## src/pioc_pkg.sv

```systemverilog
// Purpose: Shared constants for the parallel I/O line controller.
// Assumes: APB byte addresses, 32-bit data, one bit per I/O line.
// Notes:   Offsets are byte addresses within the controller window.

package pioc_pkg;

  // --------------------------------------------------------------------
  // Widths
  // --------------------------------------------------------------------
  localparam int unsigned NUM_LINES  = 32;
  localparam int unsigned ADDR_W     = 8;
  localparam int unsigned DATA_W     = 32;

  // --------------------------------------------------------------------
  // Register offsets
  // --------------------------------------------------------------------
  localparam logic [7:0] OFS_LINE_OWN_EN     = 8'h00;
  localparam logic [7:0] OFS_LINE_OWN_DIS    = 8'h04;
  localparam logic [7:0] OFS_LINE_OWNER      = 8'h08;
  localparam logic [7:0] OFS_DRIVE_ON        = 8'h10;
  localparam logic [7:0] OFS_DRIVE_OFF       = 8'h14;
  localparam logic [7:0] OFS_DRIVE_STATE     = 8'h18;
  localparam logic [7:0] OFS_FILTER_ON       = 8'h20;
  localparam logic [7:0] OFS_FILTER_OFF      = 8'h24;
  localparam logic [7:0] OFS_FILTER_STATE    = 8'h28;
  localparam logic [7:0] OFS_LEVEL_SET       = 8'h30;
  localparam logic [7:0] OFS_LEVEL_CLEAR     = 8'h34;
  localparam logic [7:0] OFS_LEVEL_OUT       = 8'h38;
  localparam logic [7:0] OFS_PIN_LEVEL       = 8'h3C;
  localparam logic [7:0] OFS_IRQ_ON          = 8'h40;
  localparam logic [7:0] OFS_IRQ_OFF         = 8'h44;
  localparam logic [7:0] OFS_IRQ_MASK        = 8'h48;
  localparam logic [7:0] OFS_IRQ_FLAGS       = 8'h4C;
  localparam logic [7:0] OFS_OPEN_DRAIN_ON   = 8'h50;
  localparam logic [7:0] OFS_OPEN_DRAIN_OFF  = 8'h54;
  localparam logic [7:0] OFS_OPEN_DRAIN      = 8'h58;
  localparam logic [7:0] OFS_PULLUP_OFF      = 8'h60;
  localparam logic [7:0] OFS_PULLUP_ON       = 8'h64;
  localparam logic [7:0] OFS_PULLUP_STATE    = 8'h68;
  localparam logic [7:0] OFS_PERIPH_A_SEL    = 8'h70;
  localparam logic [7:0] OFS_PERIPH_B_SEL    = 8'h74;
  localparam logic [7:0] OFS_PERIPH_AB       = 8'h78;
  localparam logic [7:0] OFS_WMASK_ON        = 8'hA0;
  localparam logic [7:0] OFS_WMASK_OFF       = 8'hA4;
  localparam logic [7:0] OFS_WMASK_STATE     = 8'hA8;

  // --------------------------------------------------------------------
  // Reset values
  // --------------------------------------------------------------------
  localparam logic [31:0] RST_ZERO           = 32'h0000_0000;
  localparam logic [31:0] RST_OWNER_DEFAULT  = 32'hFFFF_FFFF;
  localparam logic [31:0] MUX_LINES_DEFAULT  = 32'hFFFF_FFFF;
  localparam logic [31:0] IMPL_LINES_DEFAULT = 32'hFFFF_FFFF;

  // --------------------------------------------------------------------
  // Timing
  // --------------------------------------------------------------------
  localparam int unsigned FILTER_LAT_CYC     = 1;

endpackage

```

## src/pioc_top.sv

```systemverilog
// Purpose: Parallel I/O line controller with APB register access.
// Assumes: One 125 MHz clock; CLK_EN_I models the gated controller clock.
// Notes:   Register writes never depend on CLK_EN_I; level sampling after the synchroniser does.

`timescale 1ns/100ps

module pioc_top #(
  parameter logic [31:0] MUX_LINES  = pioc_pkg::MUX_LINES_DEFAULT,
  parameter logic [31:0] OWNER_RST  = pioc_pkg::RST_OWNER_DEFAULT,
  parameter logic [31:0] IMPL_LINES = pioc_pkg::IMPL_LINES_DEFAULT
) (
  // Clock, reset and controller clock gate
  input  wire logic        REF_CLK_I,
  input  wire logic        NRST_I,
  input  wire logic        CLK_EN_I,
  // APB slave
  input  wire logic        PSEL_I,
  input  wire logic        PENABLE_I,
  input  wire logic        PWRITE_I,
  input  wire logic [7:0]  PADDR_I,
  input  wire logic [31:0] PWDATA_I,
  output logic      [31:0] PRDATA_O,
  output logic             PREADY_O,
  output logic             PSLVERR_O,
  // Pins
  input  wire logic [31:0] PIN_IN_I,
  output logic      [31:0] PIN_OUT_O,
  output logic      [31:0] PIN_OE_N_O,
  output logic      [31:0] PULLUP_EN_O,
  // Peripheral functions
  input  wire logic [31:0] PERA_OUT_I,
  input  wire logic [31:0] PERA_OE_I,
  input  wire logic [31:0] PERB_OUT_I,
  input  wire logic [31:0] PERB_OE_I,
  output logic      [31:0] PERIPH_IN_O,
  // Interrupt
  output logic             IRQ_O
);

  // ----------------------------------------------------------------------
  // Declarations
  // ----------------------------------------------------------------------
  logic [31:0] pullup_state_ff;
  logic [31:0] line_owner_state_ff;
  logic [31:0] periph_ab_state_ff;
  logic [31:0] drive_state_ff;
  logic [31:0] level_out_state_ff;
  logic [31:0] direct_write_mask_state_ff;
  logic [31:0] open_drain_state_ff;
  logic [31:0] filter_state_ff;
  logic [31:0] change_irq_mask_ff;
  logic [31:0] change_irq_flags_ff;
  logic [31:0] pin_level_state_ff;
  logic [31:0] sync1_ff;
  logic [31:0] sync2_ff;
  logic [31:0] sync3_ff;
  logic        pready_ff;
  logic [31:0] prdata_ff;
  logic        pslverr_ff;
  logic [31:0] pin_out_ff;
  logic [31:0] pin_oe_n_ff;
  logic        irq_ff;
  logic        wr_done;
  logic        rd_done;
  logic [31:0] wdat;
  logic [31:0] rd_mux;
  logic        rd_hit;
  logic [31:0] filt_level;
  logic [31:0] nxt_level;
  logic [31:0] nxt_out;
  logic [31:0] nxt_oe;
  logic [31:0] pullup_en_ff;
  logic [31:0] flags_kept;

  function automatic logic wr_at(input logic [7:0] a, input logic [7:0] ofs);
    wr_at = (a == ofs);
  endfunction
  // ----------------------------------------------------------------------
  // APB slave
  // ----------------------------------------------------------------------
  // One wait state lets read data and error come straight from flip-flops.
  assign wr_done = PSEL_I & PENABLE_I & PWRITE_I & pready_ff;
  assign rd_done = PSEL_I & PENABLE_I & ~PWRITE_I & pready_ff;
  assign wdat    = PWDATA_I & IMPL_LINES;

  always_comb begin
    rd_mux = 32'h0000_0000;
    rd_hit = 1'b1;
    case (PADDR_I)
      pioc_pkg::OFS_LINE_OWN_EN, pioc_pkg::OFS_LINE_OWN_DIS, pioc_pkg::OFS_DRIVE_ON, pioc_pkg::OFS_DRIVE_OFF,
      pioc_pkg::OFS_FILTER_ON, pioc_pkg::OFS_FILTER_OFF, pioc_pkg::OFS_LEVEL_SET, pioc_pkg::OFS_LEVEL_CLEAR,
      pioc_pkg::OFS_IRQ_ON, pioc_pkg::OFS_IRQ_OFF, pioc_pkg::OFS_OPEN_DRAIN_ON, pioc_pkg::OFS_OPEN_DRAIN_OFF,
      pioc_pkg::OFS_PULLUP_OFF, pioc_pkg::OFS_PULLUP_ON, pioc_pkg::OFS_PERIPH_A_SEL, pioc_pkg::OFS_PERIPH_B_SEL,
      pioc_pkg::OFS_WMASK_ON, pioc_pkg::OFS_WMASK_OFF: rd_mux = 32'h0000_0000;
      pioc_pkg::OFS_LINE_OWNER:   rd_mux = line_owner_state_ff;
      pioc_pkg::OFS_DRIVE_STATE:  rd_mux = drive_state_ff;
      pioc_pkg::OFS_FILTER_STATE: rd_mux = filter_state_ff;
      pioc_pkg::OFS_LEVEL_OUT:    rd_mux = level_out_state_ff;
      pioc_pkg::OFS_PIN_LEVEL:    rd_mux = pin_level_state_ff;
      pioc_pkg::OFS_IRQ_MASK:     rd_mux = change_irq_mask_ff;
      pioc_pkg::OFS_IRQ_FLAGS:    rd_mux = change_irq_flags_ff;
      pioc_pkg::OFS_OPEN_DRAIN:   rd_mux = open_drain_state_ff;
      pioc_pkg::OFS_PULLUP_STATE: rd_mux = pullup_state_ff;
      pioc_pkg::OFS_PERIPH_AB:    rd_mux = periph_ab_state_ff;
      pioc_pkg::OFS_WMASK_STATE:  rd_mux = direct_write_mask_state_ff;
      default:                    rd_hit = 1'b0;
    endcase
  end

  always_ff @(posedge REF_CLK_I or negedge NRST_I) begin
    if (!NRST_I) begin
      pready_ff  <= 1'b0;
      prdata_ff  <= 32'h0000_0000;
      pslverr_ff <= 1'b0;
    end else begin
      pready_ff  <= PSEL_I & PENABLE_I & ~pready_ff;
      pslverr_ff <= PSEL_I & PENABLE_I & ~pready_ff & ~rd_hit;
      if (PSEL_I && PENABLE_I && !pready_ff && !PWRITE_I) begin
        prdata_ff <= rd_mux & IMPL_LINES;
      end
    end
  end

  // ----------------------------------------------------------------------
  // Configuration registers
  // ----------------------------------------------------------------------
  // None of these depend on CLK_EN_I, so software can configure a gated block.
  always_ff @(posedge REF_CLK_I or negedge NRST_I) begin
    if (!NRST_I) begin
      pullup_state_ff <= pioc_pkg::RST_ZERO;
      pullup_en_ff    <= IMPL_LINES;
    end else if (wr_done) begin
      if (wr_at(PADDR_I, pioc_pkg::OFS_PULLUP_ON)) begin
        pullup_state_ff <= pullup_state_ff & ~wdat;
        pullup_en_ff    <= pullup_en_ff | wdat;
      end else if (wr_at(PADDR_I, pioc_pkg::OFS_PULLUP_OFF)) begin
        pullup_state_ff <= pullup_state_ff | wdat;
        pullup_en_ff    <= pullup_en_ff & ~wdat;
      end
    end
  end

  always_ff @(posedge REF_CLK_I or negedge NRST_I) begin
    if (!NRST_I) begin
      line_owner_state_ff <= OWNER_RST | ~MUX_LINES;
    end else if (wr_done) begin
      if (wr_at(PADDR_I, pioc_pkg::OFS_LINE_OWN_EN))
        line_owner_state_ff <= line_owner_state_ff | (wdat & MUX_LINES);
      else if (wr_at(PADDR_I, pioc_pkg::OFS_LINE_OWN_DIS))
        line_owner_state_ff <= line_owner_state_ff & ~(wdat & MUX_LINES);
    end
  end

  always_ff @(posedge REF_CLK_I or negedge NRST_I) begin
    if (!NRST_I) begin
      periph_ab_state_ff <= pioc_pkg::RST_ZERO;
    end else if (wr_done) begin
      if (wr_at(PADDR_I, pioc_pkg::OFS_PERIPH_A_SEL)) periph_ab_state_ff <= periph_ab_state_ff & ~wdat;
      else if (wr_at(PADDR_I, pioc_pkg::OFS_PERIPH_B_SEL)) periph_ab_state_ff <= periph_ab_state_ff | wdat;
    end
  end

  always_ff @(posedge REF_CLK_I or negedge NRST_I) begin
    if (!NRST_I) begin
      drive_state_ff <= pioc_pkg::RST_ZERO;
    end else if (wr_done) begin
      if (wr_at(PADDR_I, pioc_pkg::OFS_DRIVE_ON)) drive_state_ff <= drive_state_ff | wdat;
      else if (wr_at(PADDR_I, pioc_pkg::OFS_DRIVE_OFF)) drive_state_ff <= drive_state_ff & ~wdat;
    end
  end

  always_ff @(posedge REF_CLK_I or negedge NRST_I) begin
    if (!NRST_I) begin
      level_out_state_ff <= pioc_pkg::RST_ZERO;
    end else if (wr_done) begin
      if (wr_at(PADDR_I, pioc_pkg::OFS_LEVEL_SET)) level_out_state_ff <= level_out_state_ff | wdat;
      else if (wr_at(PADDR_I, pioc_pkg::OFS_LEVEL_CLEAR)) level_out_state_ff <= level_out_state_ff & ~wdat;
      else if (wr_at(PADDR_I, pioc_pkg::OFS_LEVEL_OUT)) begin
        level_out_state_ff <= (level_out_state_ff & ~direct_write_mask_state_ff)
                            | (wdat & direct_write_mask_state_ff);
      end
    end
  end

  always_ff @(posedge REF_CLK_I or negedge NRST_I) begin
    if (!NRST_I) begin
      direct_write_mask_state_ff <= pioc_pkg::RST_ZERO;
    end else if (wr_done) begin
      if (wr_at(PADDR_I, pioc_pkg::OFS_WMASK_ON))
        direct_write_mask_state_ff <= direct_write_mask_state_ff | wdat;
      else if (wr_at(PADDR_I, pioc_pkg::OFS_WMASK_OFF))
        direct_write_mask_state_ff <= direct_write_mask_state_ff & ~wdat;
    end
  end

  always_ff @(posedge REF_CLK_I or negedge NRST_I) begin
    if (!NRST_I) begin
      open_drain_state_ff <= pioc_pkg::RST_ZERO;
    end else if (wr_done) begin
      if (wr_at(PADDR_I, pioc_pkg::OFS_OPEN_DRAIN_ON))
        open_drain_state_ff <= open_drain_state_ff | wdat;
      else if (wr_at(PADDR_I, pioc_pkg::OFS_OPEN_DRAIN_OFF))
        open_drain_state_ff <= open_drain_state_ff & ~wdat;
    end
  end

  always_ff @(posedge REF_CLK_I or negedge NRST_I) begin
    if (!NRST_I) begin
      filter_state_ff <= pioc_pkg::RST_ZERO;
    end else if (wr_done) begin
      if (wr_at(PADDR_I, pioc_pkg::OFS_FILTER_ON)) filter_state_ff <= filter_state_ff | wdat;
      else if (wr_at(PADDR_I, pioc_pkg::OFS_FILTER_OFF)) filter_state_ff <= filter_state_ff & ~wdat;
    end
  end

  always_ff @(posedge REF_CLK_I or negedge NRST_I) begin
    if (!NRST_I) begin
      change_irq_mask_ff <= pioc_pkg::RST_ZERO;
    end else if (wr_done) begin
      if (wr_at(PADDR_I, pioc_pkg::OFS_IRQ_ON)) change_irq_mask_ff <= change_irq_mask_ff | wdat;
      else if (wr_at(PADDR_I, pioc_pkg::OFS_IRQ_OFF)) change_irq_mask_ff <= change_irq_mask_ff & ~wdat;
    end
  end

  // ----------------------------------------------------------------------
  // Input sampling, glitch filter and change detection
  // ----------------------------------------------------------------------
  // The synchroniser runs on the free clock so peripherals always see the pin.
  always_ff @(posedge REF_CLK_I or negedge NRST_I) begin
    if (!NRST_I) begin
      sync1_ff <= pioc_pkg::RST_ZERO;
      sync2_ff <= pioc_pkg::RST_ZERO;
    end else begin
      sync1_ff <= PIN_IN_I;
      sync2_ff <= sync1_ff;
    end
  end

  // A filtered line accepts a new level only once two samples of all 32 lines agree.
  // This trades half-cycle resolution for a single clock domain.
  assign filt_level = (sync2_ff == sync3_ff) ? sync2_ff : pin_level_state_ff;
  assign nxt_level  = ((filter_state_ff & filt_level)
                    | (~filter_state_ff & sync2_ff)) & IMPL_LINES;
  assign flags_kept = (rd_done && PADDR_I == pioc_pkg::OFS_IRQ_FLAGS) ? pioc_pkg::RST_ZERO
                    : change_irq_flags_ff;

  always_ff @(posedge REF_CLK_I or negedge NRST_I) begin
    if (!NRST_I) begin
      sync3_ff           <= pioc_pkg::RST_ZERO;
      pin_level_state_ff <= pioc_pkg::RST_ZERO;
    end else if (CLK_EN_I) begin
      sync3_ff           <= sync2_ff;
      pin_level_state_ff <= nxt_level;
    end
  end

  always_ff @(posedge REF_CLK_I or negedge NRST_I) begin
    if (!NRST_I) begin
      change_irq_flags_ff <= pioc_pkg::RST_ZERO;
    end else begin
      // A change in the reading cycle survives the clear.
      change_irq_flags_ff <= flags_kept | (CLK_EN_I ? nxt_level ^ pin_level_state_ff : 32'h0000_0000);
    end
  end

  always_ff @(posedge REF_CLK_I or negedge NRST_I) begin
    if (!NRST_I) begin
      irq_ff <= 1'b0;
    end else begin
      irq_ff <= |(change_irq_flags_ff & change_irq_mask_ff);
    end
  end

  // ----------------------------------------------------------------------
  // Output path
  // ----------------------------------------------------------------------
  always_comb begin
    nxt_out = 32'h0000_0000;
    nxt_oe  = 32'h0000_0000;
    for (int i = 0; i < pioc_pkg::NUM_LINES; i++) begin
      if (line_owner_state_ff[i]) begin
        nxt_out[i] = level_out_state_ff[i];
        nxt_oe[i]  = drive_state_ff[i];
      end else if (periph_ab_state_ff[i]) begin
        nxt_out[i] = PERB_OUT_I[i];
        nxt_oe[i]  = PERB_OE_I[i];
      end else begin
        nxt_out[i] = PERA_OUT_I[i];
        nxt_oe[i]  = PERA_OE_I[i];
      end
      // An open drain line releases the pin rather than driving it high.
      if (open_drain_state_ff[i]) begin
        nxt_oe[i]  = nxt_oe[i] & ~nxt_out[i];
        nxt_out[i] = 1'b0;
      end
    end
  end

  always_ff @(posedge REF_CLK_I or negedge NRST_I) begin
    if (!NRST_I) begin
      pin_out_ff  <= pioc_pkg::RST_ZERO;
      pin_oe_n_ff <= 32'hFFFF_FFFF;
    end else begin
      pin_out_ff  <= nxt_out & IMPL_LINES;
      pin_oe_n_ff <= ~(nxt_oe & IMPL_LINES);
    end
  end

  assign PRDATA_O    = prdata_ff;
  assign PREADY_O    = pready_ff;
  assign PSLVERR_O   = pslverr_ff;
  assign PIN_OUT_O   = pin_out_ff;
  assign PIN_OE_N_O  = pin_oe_n_ff;
  assign PULLUP_EN_O = pullup_en_ff;
  assign PERIPH_IN_O = sync2_ff;
  assign IRQ_O       = irq_ff;
endmodule

```

## config.mk

```make
export PLATFORM = sky130hd
export DESIGN_NAME = pioc_top
export DESIGN_NICKNAME = d
export VERILOG_FILES = /design/src/pioc_pkg.sv /design/src/pioc_top.sv
export SDC_FILE = /design/constraint.sdc
export NUM_CORES = 1
export LEC_CHECK = 0
export ABC_AREA = 1
export BUFFER_PORTS_ARGS = -buffer_cell sky130_fd_sc_hd__buf_2
export CAP_MARGIN = 20
export CORE_MARGIN = 8
export CORE_UTILIZATION = 45
export DETAILED_ROUTE_END_ITERATION = 12
export GPL_TIMING_DRIVEN = 0
export PLACE_DENSITY_LB_ADDON = 0.12
export SLEW_MARGIN = 5
export SYNTH_ARGS = -nofsm -noshare
export SYNTH_HDL_FRONTEND = slang
export SYNTH_SLANG_ARGS = --single-unit
```

## constraint.sdc

```tcl
create_clock -name REF_CLK_I -period 2 [get_ports REF_CLK_I]
set_clock_uncertainty 0.2 [all_clocks]
set_input_delay 0.6 -clock REF_CLK_I [delete_from_list [all_inputs] [get_ports REF_CLK_I]]
set_output_delay 0.6 -clock REF_CLK_I [all_outputs]
set_load 0.01 [all_outputs]
```

==> results_dict.tcl <==
set metrics [dict create \
    status "complete, but fails checks" \
    core-area_sq_um 60200 \
    syn_inst 3256 \
    ant_nets 0 \
    final_cells 4642 \
    hold_ws_ns -0.260 \
    fin_crit_ns 2.12 \
    synth_edf_count 0 \
    total_power_mw 27.1 \
    power_density_nw_per_um2 764 \
    die_area_sq_um 69000 \
    ios 369 \
    crit_type "flip-flop to primary output" \
    grt_pass1_wl_mm 161 \
    clk_path_buf_depth 3 \
    syn2layout_area_growth_pct 29.5 \
    overflow 0 \
    globalplace.congestion 0.969 \
    vias 25700 \
    antenna_found_initial 6 \
    hold_class "primary input to asynchronous set/reset pin" \
    maxSlewViolCount 0 \
    post-dp-hpwl_mm 77.5 \
    synth.cell_area_sq_um 27400 \
    vdd_ir_drop_max_uv 655 \
    ys_ff_latch 579 \
    synthFlopType "dfrtp_1" \
    synthDominantCellAreaShare 0.442 \
    nets 4014 \
    maxSlewHeadroom 0.362 \
    cts_hold_buf 33 \
    drc 0 \
    preCtsSetupSlack_ns -1.26 \
    synth.top_cells.by_count "nand2_1 (688), dfrtp_1 (483), nor2_1 (423)" \
    syn_avg_cell_area_sq_um 8.40 \
    design_area_sq_um 35400 \
    clk_latency_ns 0.61 \
    worstPathMaxFanout 3 \
    grt_pass1_vias 24800 \
    routed_wl_mm 110 \
    report.final.hold_viol_count 44 \
    num_rows 90 \
    cts_sinks 579 \
    fill_cells 5339 \
    worst_pin_slew_ns 0.958 \
    detail_route.vias_per_cell 5.54 \
    violations "hold timing, setup timing" \
    firstDrtPassIters 6 \
    async_flop_share 1.00 \
    max_freq_mhz 471 \
    start_kind "flip-flop" \
    die_height_microns 263 \
    reg2reg_slack_ns -0.09 \
    yosysWarnings 0 \
    yosysTopAreaCell "dfrtp_1" \
    finalSetupViolations 131 \
    drt-initial-drc-count 2748 \
    clk_pin_slew_worst_paths_ns 0.06 \
    cts_tree "built" \
    cts_root_buf "clkbuf_16" \
    yosysUniqueCellTypes 32 \
    rsz0062_at_grt "yes" \
    required_ns 1.20 \
    dpl.cell_count 4413 \
    initial_utilization 0.454 \
    leakage_nw 17.5 \
    maxCapViolCount 0 \
    finalCritPeriodShare 1.06 \
    endpoint_kind "primary output" \
    ctsHtreeMaxLevel 3 \
    port_buffers 366 \
    numCtsBuffers 66 \
    synth_fp_nets 3462 \
    rr_startpoint "PERIPH_IN_O[11]" \
    synthTopCellsByArea "dfrtp_1 (44%), nand2_1 (9.4%), dfstp_2 (9.2%)" \
    place_area_sq_um 30500 \
    cp.arrival_ns 1.32 \
    dieWidth_microns 263 \
    drive_above_1_share 0.251 \
    yosysSeqAreaShare 0.534 \
    r2r-end "change_irq_flags_ff[24]" \
    synth_most_common_cell "nand2_1" \
    grtUsageTotal 0.308 \
    ff2ff_path_depth 11 \
    final.setup.worst_slack_ns -0.124 \
    wl_per_cell_microns 23.7 \
    grt_max_degree 95 \
]
-- critical path, cell delays in order, from the launching register on --
cell and delay [ns]:
dfrtp_2 0.45, buf_4 0.16, buf_6 0.11
-- routing by layer --
metal,part of all wire,vias up,global-route usage
met5,0.00019,-,0
met4,0.052,4,0.141
met3,0.10,262,0.0746
met2,0.43,1320,0.465
met1,0.41,12400,0.416
li1,-,11700,-
-- worst max-delay path by stage --
stage                          from                 endpoint  cells past startpoint
global placement             NRST_I             sync1_ff[12]                      1
global route        PERIPH_IN_O[11]  change_irq_flags_ff[26]                     13
finish               PERIPH_IN_O[8]           PERIPH_IN_O[8]                      2
floorplan                PADDR_I[7]                flip-flop                     11
CTS                        PREADY_O                flip-flop                      6
detailed placement       PADDR_I[2]                flip-flop                      6
-- stage by stage --
stage | utilization | hold slack, ns | setup TNS, ns
finish | 0.588 | -0.260 | -4.15
global route | 0.588 | -0.268 | -13.20
CTS | 0.577 | -0.281 | -13.94
detailed placement | 0.507 | 0.135 | -437.39
global placement | 0.503 | 0.132 | -6954.23
floorplan | - | 0.104 | -3.36
-- report_power, final --
part           leakage [nW]  switching [mW]  internal (mW)
logic                  10.3            1.26          0.728
clock network          1.11            5.13           7.79
registers              6.05           0.193           12.0
-- kinds of logic (layout without fill, tap and decap cells) --
logic type | count (synthesis) | in the layout | synth area share
simple gates | 1298 | 1298 | 0.188
buf+inv | 552 | 1152 | 0.0790
other cells | 0 | 4 | 0
compound gates | 666 | 666 | 0.141
xor+xnor | 33 | 33 | 0.0106
mux | 128 | 128 | 0.0468
flops | 579 | 579 | 0.534
-- final cells by class --
cell class | instances | area (sq um) | share of cell area
Buffer | 131 | 1020 | 0.0287
Clock inverter | 22 | 337 | 0.00950
Antenna cell | 4 | 10.0 | 0.000282
Sequential cell | 579 | 14600 | 0.413
Tap cell | 782 | 978 | 0.0276
Clock buffer | 94 | 1940 | 0.0547
Inverter | 421 | 1600 | 0.0450
Multi-Input combinational cell | 2125 | 11200 | 0.315
Timing Repair Buffer | 484 | 3770 | 0.106
-- repair_timing --
action                                  CTS  global route
gates resized for setup                 327           201
endpoints found under the setup margin  590           476
pin swaps                                24             8
cloned                                    7             1
buffers inserted                         48            20
endpoints found under the hold margin   108            44
-- cells in the final DEF, fill, tap and decap left out, types with 16 or more instances in the layout --
| cell | n |
|---|---|
| mux2i_1 | 128 |
| clkbuf_8 | 16 |
| nor2_2 | 25 |
| clkbuf_16 | 71 |
| nand2_2 | 42 |
| clkbuf_1 | 36 |
| nand2_1 | 637 |
| o21ai_0 | 167 |
| buf_4 | 71 |
| a21boi_2 | 19 |
| dlygate4sd3_1 | 32 |
| a21oi_1 | 218 |
| xnor2_1 | 26 |
| nor2_1 | 396 |
| dfrtp_2 | 30 |
| nor3_1 | 22 |
| a211oi_1 | 22 |
| inv_1 | 403 |
| buf_6 | 134 |
| o221ai_1 | 32 |
| dfrtp_1 | 453 |
| nand3_1 | 136 |
| dfstp_2 | 96 |
| o22ai_1 | 124 |
| buf_2 | 289 |
| o21ai_1 | 34 |
| a21oi_2 | 33 |
Note: power is estimated with default switching activity, not from simulation.
